==> config.mk <==
export PLATFORM = sky130hd
export DESIGN_NAME = debug_status_control
export DESIGN_NICKNAME = d
export VERILOG_FILES = /design/src/logic/debug_status_control.v /design/src/logic/breakpoint_compare.v
export VERILOG_INCLUDE_DIRS = /design/src /design/src/logic
export SDC_FILE = /design/constraint.sdc
export NUM_CORES = 1
export LEC_CHECK = 0
export BUFFER_PORTS_ARGS = -buffer_cell sky130_fd_sc_hd__buf_2
export CAP_MARGIN = 25
export CORE_ASPECT_RATIO = 1.5
export CORE_UTILIZATION = 43
export DETAILED_ROUTE_END_ITERATION = 10
export PLACE_DENSITY_LB_ADDON = 0.25
export SYNTH_ARGS = -nofsm -noshare
export SYNTH_HDL_FRONTEND = slang
export SYNTH_HIERARCHICAL = 1
export SYNTH_SLANG_ARGS = --single-unit
==> constraint.sdc <==
create_clock -name clk_sys -period 2.9 [get_ports clk_sys]
set_input_delay 0 -clock clk_sys [delete_from_list [all_inputs] [get_ports clk_sys]]
set_output_delay 0 -clock clk_sys [all_outputs]
set_load 0.01 [all_outputs]
==> src/logic/debug_status_control_defines.vh <==
`ifndef DEBUG_STATUS_CONTROL_DEFINES_VH
`define DEBUG_STATUS_CONTROL_DEFINES_VH

// ****************************************************************
// register map
// ****************************************************************
`define SCR_OFFSET       8'h00
`define SCR_RESET        8'h00
`define SCR_HALT_RESET   8'hc8
`define SCR_WRITE_MASK   8'hb8

// ****************************************************************
// field positions
// ****************************************************************
`define PERMIT_BIT       7
`define ACTIVE_BIT       6
`define BP_ENABLE_BIT    5
`define FORCE_TAG_BIT    4
`define CLK_SELECT_BIT   3
`define WAIT_STOP_BIT    2
`define WS_FAIL_BIT      1
`define SLOW_FAIL_BIT    0

// ****************************************************************
// widths
// ****************************************************************
`define CPU_ADDR_WIDTH   16

`endif

==> src/logic/debug_status_control.v <==
`include "debug_status_control_defines.vh"
`default_nettype none

// ****************************************************************
// debug status and control register with halt sequencing
// ****************************************************************
module debug_status_control
#(
    parameter ADDR_WIDTH = `CPU_ADDR_WIDTH
)
(
    // clock and reset
    input  wire                  clk_sys,
    input  wire                  rstn,
    // target reset taken by the system
    input  wire                  target_reset,
    // serial command decoder side
    input  wire                  cmd_read_status,
    input  wire                  cmd_write_control,
    input  wire [7:0]            cmd_wdata,
    input  wire                  cmd_background,
    input  wire                  cmd_go,
    input  wire                  mem_cmd_start,
    input  wire                  mem_fail_wait_stop,
    input  wire                  mem_fail_slow,
    output reg  [7:0]            status_rdata,
    output reg                   status_rvalid,
    output reg                   background_refused,
    output wire                  active_cmds_allowed,
    // cpu side
    input  wire [ADDR_WIDTH-1:0] cpu_addr,
    input  wire                  cpu_addr_valid,
    input  wire                  opcode_fetch,
    input  wire                  instr_boundary,
    input  wire                  tagged_at_queue_end,
    input  wire                  cpu_wait_stop,
    input  wire [ADDR_WIDTH-1:0] breakpoint_match_address,
    output wire                  tag_opcode,
    output wire                  halt_active_flag,
    output reg                   cpu_wake_req,
    output reg                   swi_req,
    // link clock choice
    output wire                  link_clock_select
);

    // ****************************************************************
    // halt sequencer states
    // ****************************************************************
    localparam [2:0] ST_RUN  = 3'b001;
    localparam [2:0] ST_HALT = 3'b010;
    localparam [2:0] ST_WAIT = 3'b100;

    // ****************************************************************
    // storage
    // ****************************************************************
    reg [2:0] state_reg;
    reg [2:0] state_next;
    reg       permit_reg;
    reg       bp_enable_reg;
    reg       force_tag_reg;
    reg       clk_select_reg;
    reg       ws_entry_reg;
    reg       ws_entry_next;
    reg       ws_fail_reg;
    reg       slow_fail_reg;
    reg       force_pend_reg;
    reg       force_pend_next;
    reg       halt_request;
    reg       swi_next;
    reg       wake_next;
    reg       refuse_next;

    wire       bp_hit;
    wire       halted;
    wire       in_wait;
    wire       ws_status;
    wire [7:0] scr_value;

    // ****************************************************************
    // breakpoint comparator
    // ****************************************************************
    breakpoint_compare
    #(
        .ADDR_WIDTH     (ADDR_WIDTH)
    )
    u_compare
    (
        .compare_enable (bp_enable_reg),
        .bus_valid      (cpu_addr_valid),
        .bus_addr       (cpu_addr),
        .match_addr     (breakpoint_match_address),
        .addr_hit       (bp_hit)
    );

    // ****************************************************************
    // status view
    // ****************************************************************
    // decoded state bits
    assign halted    = state_reg[1];
    assign in_wait   = state_reg[2];

    // live wait/stop or a halt that was entered out of wait/stop
    assign ws_status = cpu_wait_stop | in_wait | ws_entry_reg;

    // assembled register image, active flag comes from the sequencer
    assign scr_value = {permit_reg,
                        halted,
                        bp_enable_reg,
                        force_tag_reg,
                        clk_select_reg,
                        ws_status,
                        ws_fail_reg,
                        slow_fail_reg};

    assign halt_active_flag    = halted;
    assign link_clock_select   = clk_select_reg;

    // active-mode commands need the halt and a cpu that is awake
    assign active_cmds_allowed = halted & ~cpu_wait_stop;

    // tag form marks the fetched opcode; force form never tags
    assign tag_opcode = bp_hit & ~force_tag_reg & opcode_fetch;

    // ****************************************************************
    // force breakpoint pending
    // ****************************************************************
    // a force match may land mid-instruction, so hold it to the boundary
    always @*
    begin
        force_pend_next = force_pend_reg;
        if (!bp_enable_reg || !state_reg[0])
        begin
            force_pend_next = 1'b0;
        end
        else if (instr_boundary)
        begin
            force_pend_next = 1'b0;
        end
        else if (bp_hit && force_tag_reg)
        begin
            force_pend_next = 1'b1;
        end
    end

    // ****************************************************************
    // halt sequencer
    // ****************************************************************
    // request from breakpoints while the application runs
    always @*
    begin
        halt_request = 1'b0;
        if (state_reg[0] && bp_enable_reg)
        begin
            if (force_tag_reg)
            begin
                halt_request = instr_boundary & (force_pend_reg | bp_hit);
            end
            else
            begin
                halt_request = tagged_at_queue_end;
            end
        end
    end

    // next state, software interrupt fallback and refusals
    always @*
    begin
        state_next    = state_reg;
        ws_entry_next = ws_entry_reg;
        swi_next      = 1'b0;
        wake_next     = 1'b0;
        refuse_next   = 1'b0;
        case (state_reg)
            ST_RUN:
            begin
                if (cmd_background)
                begin
                    if (permit_reg)
                    begin
                        state_next = ST_HALT;
                    end
                    else
                    begin
                        refuse_next = 1'b1;
                    end
                end
                else if (halt_request)
                begin
                    // without permit the breakpoint becomes a software interrupt
                    if (permit_reg)
                    begin
                        state_next = ST_HALT;
                    end
                    else
                    begin
                        swi_next = 1'b1;
                    end
                end
                else if (cpu_wait_stop)
                begin
                    state_next = ST_WAIT;
                end
            end
            ST_WAIT:
            begin
                if (cmd_background)
                begin
                    if (permit_reg)
                    begin
                        state_next    = ST_HALT;
                        ws_entry_next = 1'b1;
                        wake_next     = 1'b1;
                    end
                    else
                    begin
                        refuse_next = 1'b1;
                    end
                end
                else if (!cpu_wait_stop)
                begin
                    state_next = ST_RUN;
                end
            end
            ST_HALT:
            begin
                if (cmd_go)
                begin
                    state_next    = ST_RUN;
                    ws_entry_next = 1'b0;
                end
            end
            default:
            begin
                state_next    = ST_RUN;
                ws_entry_next = 1'b0;
            end
        endcase
    end

    // ****************************************************************
    // register and sequencer flops
    // ****************************************************************
    // a target reset picks its image from whether the halt is active
    always @(posedge clk_sys or negedge rstn)
    begin
        if (!rstn)
        begin
            state_reg      <= ST_RUN;
            permit_reg     <= 1'b0;
            bp_enable_reg  <= 1'b0;
            force_tag_reg  <= 1'b0;
            clk_select_reg <= 1'b0;
            ws_entry_reg   <= 1'b0;
            force_pend_reg <= 1'b0;
        end
        else if (target_reset)
        begin
            if (halted)
            begin
                state_reg      <= ST_HALT;
                permit_reg     <= scr_halt_bit(`PERMIT_BIT);
                clk_select_reg <= scr_halt_bit(`CLK_SELECT_BIT);
            end
            else
            begin
                state_reg      <= ST_RUN;
                permit_reg     <= 1'b0;
                clk_select_reg <= 1'b0;
            end
            bp_enable_reg  <= 1'b0;
            force_tag_reg  <= 1'b0;
            ws_entry_reg   <= 1'b0;
            force_pend_reg <= 1'b0;
        end
        else
        begin
            state_reg      <= state_next;
            ws_entry_reg   <= ws_entry_next;
            force_pend_reg <= force_pend_next;
            // only the writable fields move; status bits ignore writes
            if (cmd_write_control)
            begin
                permit_reg     <= permit_reg | cmd_wdata[`PERMIT_BIT];
                bp_enable_reg  <= cmd_wdata[`BP_ENABLE_BIT];
                force_tag_reg  <= cmd_wdata[`FORCE_TAG_BIT];
                clk_select_reg <= cmd_wdata[`CLK_SELECT_BIT];
            end
        end
    end

    // ****************************************************************
    // failure flags
    // ****************************************************************
    // cleared when the next memory command starts; a failure in that
    // same cycle still wins so it is never lost
    always @(posedge clk_sys or negedge rstn)
    begin
        if (!rstn)
        begin
            ws_fail_reg   <= 1'b0;
            slow_fail_reg <= 1'b0;
        end
        else if (target_reset)
        begin
            ws_fail_reg   <= 1'b0;
            slow_fail_reg <= 1'b0;
        end
        else
        begin
            if (mem_fail_wait_stop)
            begin
                ws_fail_reg <= 1'b1;
            end
            else if (mem_cmd_start)
            begin
                ws_fail_reg <= 1'b0;
            end
            if (mem_fail_slow)
            begin
                slow_fail_reg <= 1'b1;
            end
            else if (mem_cmd_start)
            begin
                slow_fail_reg <= 1'b0;
            end
        end
    end

    // ****************************************************************
    // command answers and cpu pulses
    // ****************************************************************
    // read data is a snapshot taken on the read command
    always @(posedge clk_sys or negedge rstn)
    begin
        if (!rstn)
        begin
            status_rdata       <= `SCR_RESET;
            status_rvalid      <= 1'b0;
            swi_req            <= 1'b0;
            cpu_wake_req       <= 1'b0;
            background_refused <= 1'b0;
        end
        else
        begin
            status_rvalid      <= cmd_read_status;
            swi_req            <= swi_next & ~target_reset;
            cpu_wake_req       <= wake_next & ~target_reset;
            background_refused <= refuse_next & ~target_reset;
            if (cmd_read_status)
            begin
                status_rdata <= scr_value;
            end
        end
    end

    // ****************************************************************
    // helpers
    // ****************************************************************
    // bit of the image loaded by a reset taken while halted
    function scr_halt_bit;
        input integer pos;
        reg [7:0] image;
        begin
            image        = `SCR_HALT_RESET;
            scr_halt_bit = image[pos];
        end
    endfunction

endmodule // debug_status_control

`default_nettype wire

==> src/logic/breakpoint_compare.v <==
`default_nettype none

// ****************************************************************
// breakpoint address comparator
// ****************************************************************
module breakpoint_compare
#(
    parameter ADDR_WIDTH = 16
)
(
    // enable and qualifier
    input  wire                  compare_enable,
    input  wire                  bus_valid,
    // addresses
    input  wire [ADDR_WIDTH-1:0] bus_addr,
    input  wire [ADDR_WIDTH-1:0] match_addr,
    // result
    output wire                  addr_hit
);

    // the enable gates everything, so a stale match address is harmless
    assign addr_hit = compare_enable & bus_valid & (bus_addr == match_addr);

endmodule // breakpoint_compare

`default_nettype wire

Word-level counts from Yosys, hierarchy flattened

Index checks and enable logic that the tools add are counted.

Register bits: 23
Bits in latches: 0
RAM bits: 0
Memory bits (read-only): 0
Input bits: 55
Word-level logic and storage cells: 96
Memories: 0

Add/subtract/negate cells: 0
$mul: 0
Div/mod/pow operators: 0
$lt $le $gt $ge: 0
Equality and inequality tests: 10
Shift-type cells: 0
Multiplexer cells: 44
Bitwise gates (word level): 16
Reduce and logical (&&, ||, !) cells: 12

Operator list:

| cell                 | number |
|---|---|
| $mux W1              | 33 |
| $mux W3              | 8 |
| $eq A16 B16 Y1       | 1 |
| $and A1 B1 Y1        | 9 |
| $ne A3 B3 Y1 const B | 3 |
| $pmux W3 S3          | 1 |
| $reduce_bool A3 Y1   | 2 |
| $ne A5 B5 Y1 const B | 1 |
| $ne A4 B4 Y1 const B | 1 |
| $or A1 B1 Y1         | 4 |
| $reduce_and A4 Y1    | 1 |
| $reduce_bool A4 Y1   | 1 |
| $eq A3 B1 Y1 const B | 1 |
| $eq A3 B2 Y1 const B | 1 |
| $eq A3 B3 Y1 const B | 1 |
| $not A1 Y1           | 3 |
| $pmux W1 S3          | 1 |
| $reduce_and A3 Y1    | 1 |
| $logic_and A1 B1 Y1  | 2 |
| $logic_not A1 Y1     | 2 |
| $mux W2              | 1 |
| $ne A2 B2 Y1 const B | 1 |
| $reduce_bool A2 Y1   | 1 |
| $reduce_or A2 Y1     | 1 |
| $logic_or A1 B1 Y1   | 1 |

Logic depth before layout (Yosys ltp)

Depth after elaboration: 10
Gate-level depth with buffers: 8

By module

Netlist, hierarchy kept.

By module, submodules not included:

| module               | instances | cells an instance | area an instance (µm²) | sequential area each (µm²) |
|---|---|---|---|---|
| debug_status_control | 1         | 91                | 1,038.5                | 576.8 |
| breakpoint_compare   | 1         | 22                | 183.9                  | 0.0 |

Worst setup path before layout

No wires, ideal clock.

Path kind: flip-flop to flip-flop
Start point: register bp_enable_reg
End point: register state_reg[1]
Setup time: 0.128 ns
Arrival: 1.881 ns
Path slack: 0.891 ns
Cell stages (with the launch flop): 8
Buffers on the path: 0
Cell sequence: dfrtp_1 > nand3_1 > or4_1 > nor4_2 > o21ai_0 > a21oi_1 > o2111ai_2 > mux2i_1

Cells in the longest elaborated chain, start to end: 10
Elaborated cells on any way between the ends: 13
Classes of those cells: 1 x eq/ne; 6 x mux; 4 x bitwise; 2 x reduce/logical

Ends and longest elaborated chain:

| item                           | RTL line                   | text |
|---|---|---|
| start, declared                | debug_status_control.v:59  | `reg bp_enable_reg;` |
| start signal, assigned         | debug_status_control.v:284 | `` bp_enable_reg <= cmd_wdata[`BP_ENABLE_BIT]; `` |
| $and A1 B1 Y1 (*) (2 in a row) | breakpoint_compare.v:22    | `assign addr_hit = compare_enable & bus_valid & (bus_addr == match_addr);` |
| via bp_hit                     | debug_status_control.v:73  | `wire bp_hit;` |
| $or A1 B1 Y1 (*)               | debug_status_control.v:156 | `halt_request = instr_boundary & (force_pend_reg \| bp_hit);` |
| $and A1 B1 Y1 (*)              | debug_status_control.v:156 |  |
| $mux W1 (*)                    | debug_status_control.v:154 | `if (force_tag_reg)` |
| $mux W1 (*)                    | debug_status_control.v:152 | `if (state_reg[0] && bp_enable_reg)` |
| $mux W3                        | debug_status_control.v:187 | `else if (halt_request)` |
| $mux W3                        | debug_status_control.v:176 | `if (cmd_background)` |
| $pmux W3 S3                    | debug_status_control.v:173 | `case (state_reg)` |
| $mux W3                        | debug_status_control.v:256 | `else if (target_reset)` |
| end signal, assigned           | debug_status_control.v:277 | `state_reg <= state_next;` |
| end, declared                  | debug_status_control.v:56  | `reg [2:0] state_reg;` |

The timed path passes the listed nets; every way through them passes the cells marked *.
A chain may end at the register's enable or synchronous reset.

Worst setup path after layout

Same ends and word-level chain as after synthesis.

==> impl_metrics.prom <==
# TYPE chip_impl_metric gauge
chip_impl_info{name="status",value="finished, final reports clean"} 1
chip_impl_metric{name="yosys.cell_types.count",unit=""} 36
chip_impl_metric{name="fmax",unit="GHz"} 0.440
chip_impl_metric{name="clkLatencyLatePin",unit="ns"} 0.26
chip_impl_metric{name="drv_slew",unit=""} 0
chip_impl_metric{name="clock-sinks",unit=""} 23
chip_impl_metric{name="grt_util_all_layers",unit=""} 0.201
chip_impl_metric{name="timing.hold.worst_path_depth",unit=""} 2
chip_impl_metric{name="place_hpwl",unit="um"} 2270
chip_impl_info{name="cts_tree",value="built"} 1
chip_impl_metric{name="ir_drop",unit="mV"} 0.318
chip_impl_info{name="critical_path.endpoint_type",value="flop"} 1
chip_impl_metric{name="synth_edf_count",unit=""} 0
chip_impl_info{name="r2r-end",value="state_reg[1]"} 1
chip_impl_info{name="crit-reg2reg-launch",value="bp_enable_reg"} 1
chip_impl_metric{name="layout-drive-gt1-share",unit=""} 0.441
chip_impl_metric{name="final_nets",unit=""} 244
chip_impl_metric{name="largest_net_degree_at_the_start_of_global_routing",unit=""} 24
chip_impl_metric{name="gp_congestion",unit=""} 0.854
chip_impl_metric{name="post_synth_instance_area",unit="um2"} 1220
chip_impl_metric{name="first_global_vias",unit=""} 1059
chip_impl_metric{name="numCtsBuffers",unit=""} 3
chip_impl_info{name="grt_setup_unrepaired",value="no"} 1
chip_impl_metric{name="portBuffers",unit=""} 66
chip_impl_metric{name="final-hold-violation-count",unit=""} 0
chip_impl_metric{name="count_of_state_elements_after_synthesis",unit=""} 23
chip_impl_metric{name="detail-route-antenna-nets",unit=""} 0
chip_impl_info{name="timing.setup.critical_path_class",value="flop to flop"} 1
chip_impl_metric{name="timing.reg2reg.worst_path_depth",unit=""} 7
chip_impl_metric{name="report.final.setup_viol",unit=""} 0
chip_impl_metric{name="clock_skew",unit="ns"} 0.000709
chip_impl_metric{name="syn-num-nets",unit=""} 168
chip_impl_info{name="synthDominantAreaCellType",value="sky130_fd_sc_hd__dfrtp_1"} 1
chip_impl_metric{name="clk_pin_slew_worst_paths",unit="ns"} 0.08
chip_impl_metric{name="antenna_cells_inserted",unit=""} 0
chip_impl_metric{name="seq_area_frac_synth",unit=""} 0.472
chip_impl_metric{name="largest_reg_flops",unit=""} 8
chip_impl_info{name="synthTopCellsByCount",value="sky130_fd_sc_hd__dfrtp_1 (22), sky130_fd_sc_hd__xnor2_1 (13), sky130_fd_sc_hd__nor2_1 (8)"} 1
chip_impl_metric{name="critical_path_arrival",unit="ns"} 2.42
chip_impl_metric{name="placeableCoreArea",unit="um2"} 2680
chip_impl_metric{name="max-clock-path-buffers",unit=""} 2
chip_impl_info{name="yosysMostFrequentCell",value="sky130_fd_sc_hd__dfrtp_1"} 1
chip_impl_info{name="cts.root.buffer_cell",value="sky130_fd_sc_hd__clkbuf_8"} 1
chip_impl_metric{name="yosysWarningCount",unit=""} 6
chip_impl_info{name="crit_path_launch_type",value="flop"} 1
chip_impl_info{name="whs_endpoint",value="slow_fail_reg"} 1
chip_impl_metric{name="initial_core_util",unit=""} 0.457
chip_impl_metric{name="power_density",unit="nW/um2"} 520
chip_impl_metric{name="synthDominantCellAreaShare",unit=""} 0.450
chip_impl_metric{name="drc",unit=""} 0
chip_impl_metric{name="rows",unit=""} 23
chip_impl_metric{name="worstPathMaxFanout",unit=""} 5
chip_impl_metric{name="route.detailed.wl_per_inst",unit="um"} 13.1
chip_impl_info{name="hp-start",value="target_reset"} 1
chip_impl_metric{name="die_h",unit="um"} 67.3
chip_impl_metric{name="post_cts.repair.setup_buffers",unit=""} 0
chip_impl_metric{name="drt_first_pass_iters",unit=""} 4
chip_impl_metric{name="grt_overflow",unit=""} 0
chip_impl_metric{name="final.hold.worst_slack",unit="ns"} 0.0100
chip_impl_metric{name="htree_num_levels",unit=""} 1
chip_impl_metric{name="final_total_negative_setup_slack",unit="ns"} 0
chip_impl_metric{name="vias",unit=""} 1165
chip_impl_metric{name="fin_crit",unit="ns"} 2.27
chip_impl_metric{name="floorplan.die_area",unit="um2"} 3060
chip_impl_metric{name="syn_inst",unit=""} 113
chip_impl_info{name="synth_area_leaders",value="sky130_fd_sc_hd__dfrtp_1 (45%), sky130_fd_sc_hd__xnor2_1 (9.3%), sky130_fd_sc_hd__mux2_2 (6.4%), sky130_fd_sc_hd__mux2i_1 (3.3%), sky130_fd_sc_hd__a21oi_1 (2.9%)"} 1
chip_impl_metric{name="drt-vias-per-instance",unit=""} 5.18
chip_impl_info{name="hold_path_class",value="primary input to flop"} 1
chip_impl_metric{name="first_iter_violations",unit=""} 27
chip_impl_metric{name="growth_of_design_area_from_synthesis_to_finish",unit="%"} 39.1
chip_impl_metric{name="syn_area_per_cell",unit="um2"} 10.8
chip_impl_metric{name="required",unit="ns"} 3.05
chip_impl_metric{name="io_pins",unit=""} 71
chip_impl_metric{name="asyncSetResetFlopFracSynth",unit=""} 1.00
chip_impl_metric{name="drt-total-wl",unit="um"} 2950
chip_impl_metric{name="n_fill_cell",unit=""} 234
chip_impl_metric{name="timing.final.crit_share",unit=""} 0.784
chip_impl_metric{name="antenna_found_initial",unit=""} 0
chip_impl_metric{name="worst-slew-pin-transition",unit="ns"} 0.512
chip_impl_metric{name="overall_die_width",unit="um"} 45.5
chip_impl_metric{name="global_route_wire_length_before_repair",unit="um"} 4420
chip_impl_metric{name="maxSlewHeadroom",unit=""} 0.659
chip_impl_info{name="postSynth.topFlopCell",value="sky130_fd_sc_hd__dfrtp_1"} 1
chip_impl_metric{name="reg_to_reg_slack_setup",unit="ns"} 0.63
chip_impl_metric{name="cap_violations",unit=""} 0
chip_impl_metric{name="fin_total_pwr",unit="mW"} 0.884
chip_impl_metric{name="power.static_leakage",unit="nW"} 0.829
==> stage by stage <==
step | instances | utilization | cell area, um2 | setup slack, ns
after detailed placement | 214 | 0.592 | 1580 | 0.641
final | 225 | 0.635 | 1700 | 0.625
after floorplan | 113 | - | 1220 | 0.891
after global routing | 225 | 0.635 | 1700 | 0.458
after CTS | 225 | 0.635 | 1700 | 0.624
after global placement | 214 | 0.592 | 1580 | 0.717
==> cell usage in the layout, fill, tap and decap left out, types with 2 or more instances in the layout <==
cell type	n
sky130_fd_sc_hd__xor2_1	3
sky130_fd_sc_hd__dlygate4sd3_1	7
sky130_fd_sc_hd__nor3_1	2
sky130_fd_sc_hd__a211oi_1	2
sky130_fd_sc_hd__nand2_1	3
sky130_fd_sc_hd__o21ai_0	2
sky130_fd_sc_hd__xnor2_1	13
sky130_fd_sc_hd__nand2b_1	3
sky130_fd_sc_hd__nor2_1	8
sky130_fd_sc_hd__buf_2	66
sky130_fd_sc_hd__clkbuf_8	3
sky130_fd_sc_hd__or4_1	2
sky130_fd_sc_hd__a21oi_1	7
sky130_fd_sc_hd__o22ai_1	2
sky130_fd_sc_hd__mux2i_1	4
sky130_fd_sc_hd__dfrtp_1	22
sky130_fd_sc_hd__inv_1	6
sky130_fd_sc_hd__nand4_1	3
sky130_fd_sc_hd__o211ai_1	3
sky130_fd_sc_hd__nor4b_1	2
sky130_fd_sc_hd__nand3_1	2
sky130_fd_sc_hd__mux2_2	7
==> power by group <==
part | internal (mW) | switching [mW]
Clock | 0.0959 | 0.100
Combinational | 0.137 | 0.131
Sequential | 0.372 | 0.0474
==> worst max-delay path, stage by stage (launching register included) <==
cell and delay [ns]:
sky130_fd_sc_hd__dfrtp_1 0.42, sky130_fd_sc_hd__nand3_1 0.10, sky130_fd_sc_hd__or4_1 0.52, sky130_fd_sc_hd__nor4_2 0.22, sky130_fd_sc_hd__o21ai_0 0.16, sky130_fd_sc_hd__a21oi_1 0.40
sky130_fd_sc_hd__o2111ai_2 0.20, sky130_fd_sc_hd__mux2i_1 0.15
==> logic make-up (layout without fill, tap and decap cells) <==
logic type,Yosys count,in the layout,share of synthesized area
compound gates,22,22,0.121
xor+xnor,16,16,0.115
buf+inv,8,83,0.0307
flops,23,23,0.472
mux,11,11,0.0972
simple gates,33,33,0.165
==> how the worst max path moves through the flow <==
stage / startpoint / to / slack (ns) / cells past startpoint
3_3_place_gp: bp_enable_reg / state_reg[1] / 0.72 / 7
4_1_cts: bp_enable_reg / state_reg[1] / 0.62 / 7
3_5_place_dp: bp_enable_reg / state_reg[1] / 0.64 / 7
6_report: bp_enable_reg / state_reg[1] / 0.63 / 7
5_1_grt: bp_enable_reg / state_reg[1] / 0.46 / 7
2_1_floorplan: bp_enable_reg / state_reg[1] / 0.89 / 7
==> what timing repair did <==
item	4_1_cts	5_1_grt
resized for setup	0	0
hold endpoints to repair	28	0
hold buffers	7	0
==> final cells by class <==
cell class	instances	area (um2)	area share
Sequential cell	23	577	0.339
Clock buffer	3	41.3	0.0243
Tap cell	37	46.3	0.0272
Clock inverter	1	5.00	0.00294
Multi-Input combinational cell	82	608	0.358
Timing Repair Buffer	73	400	0.235
Inverter	6	22.5	0.0132
==> routing by layer <==
metal / GRT usage / part of all wire
met3: 0.0348 / 0.058
met2: 0.379 / 0.55
met5: 0 / 0
met4: 0.0758 / 0.026
met1: 0.211 / 0.37
Note: power is estimated with default switching activity, not from simulation.
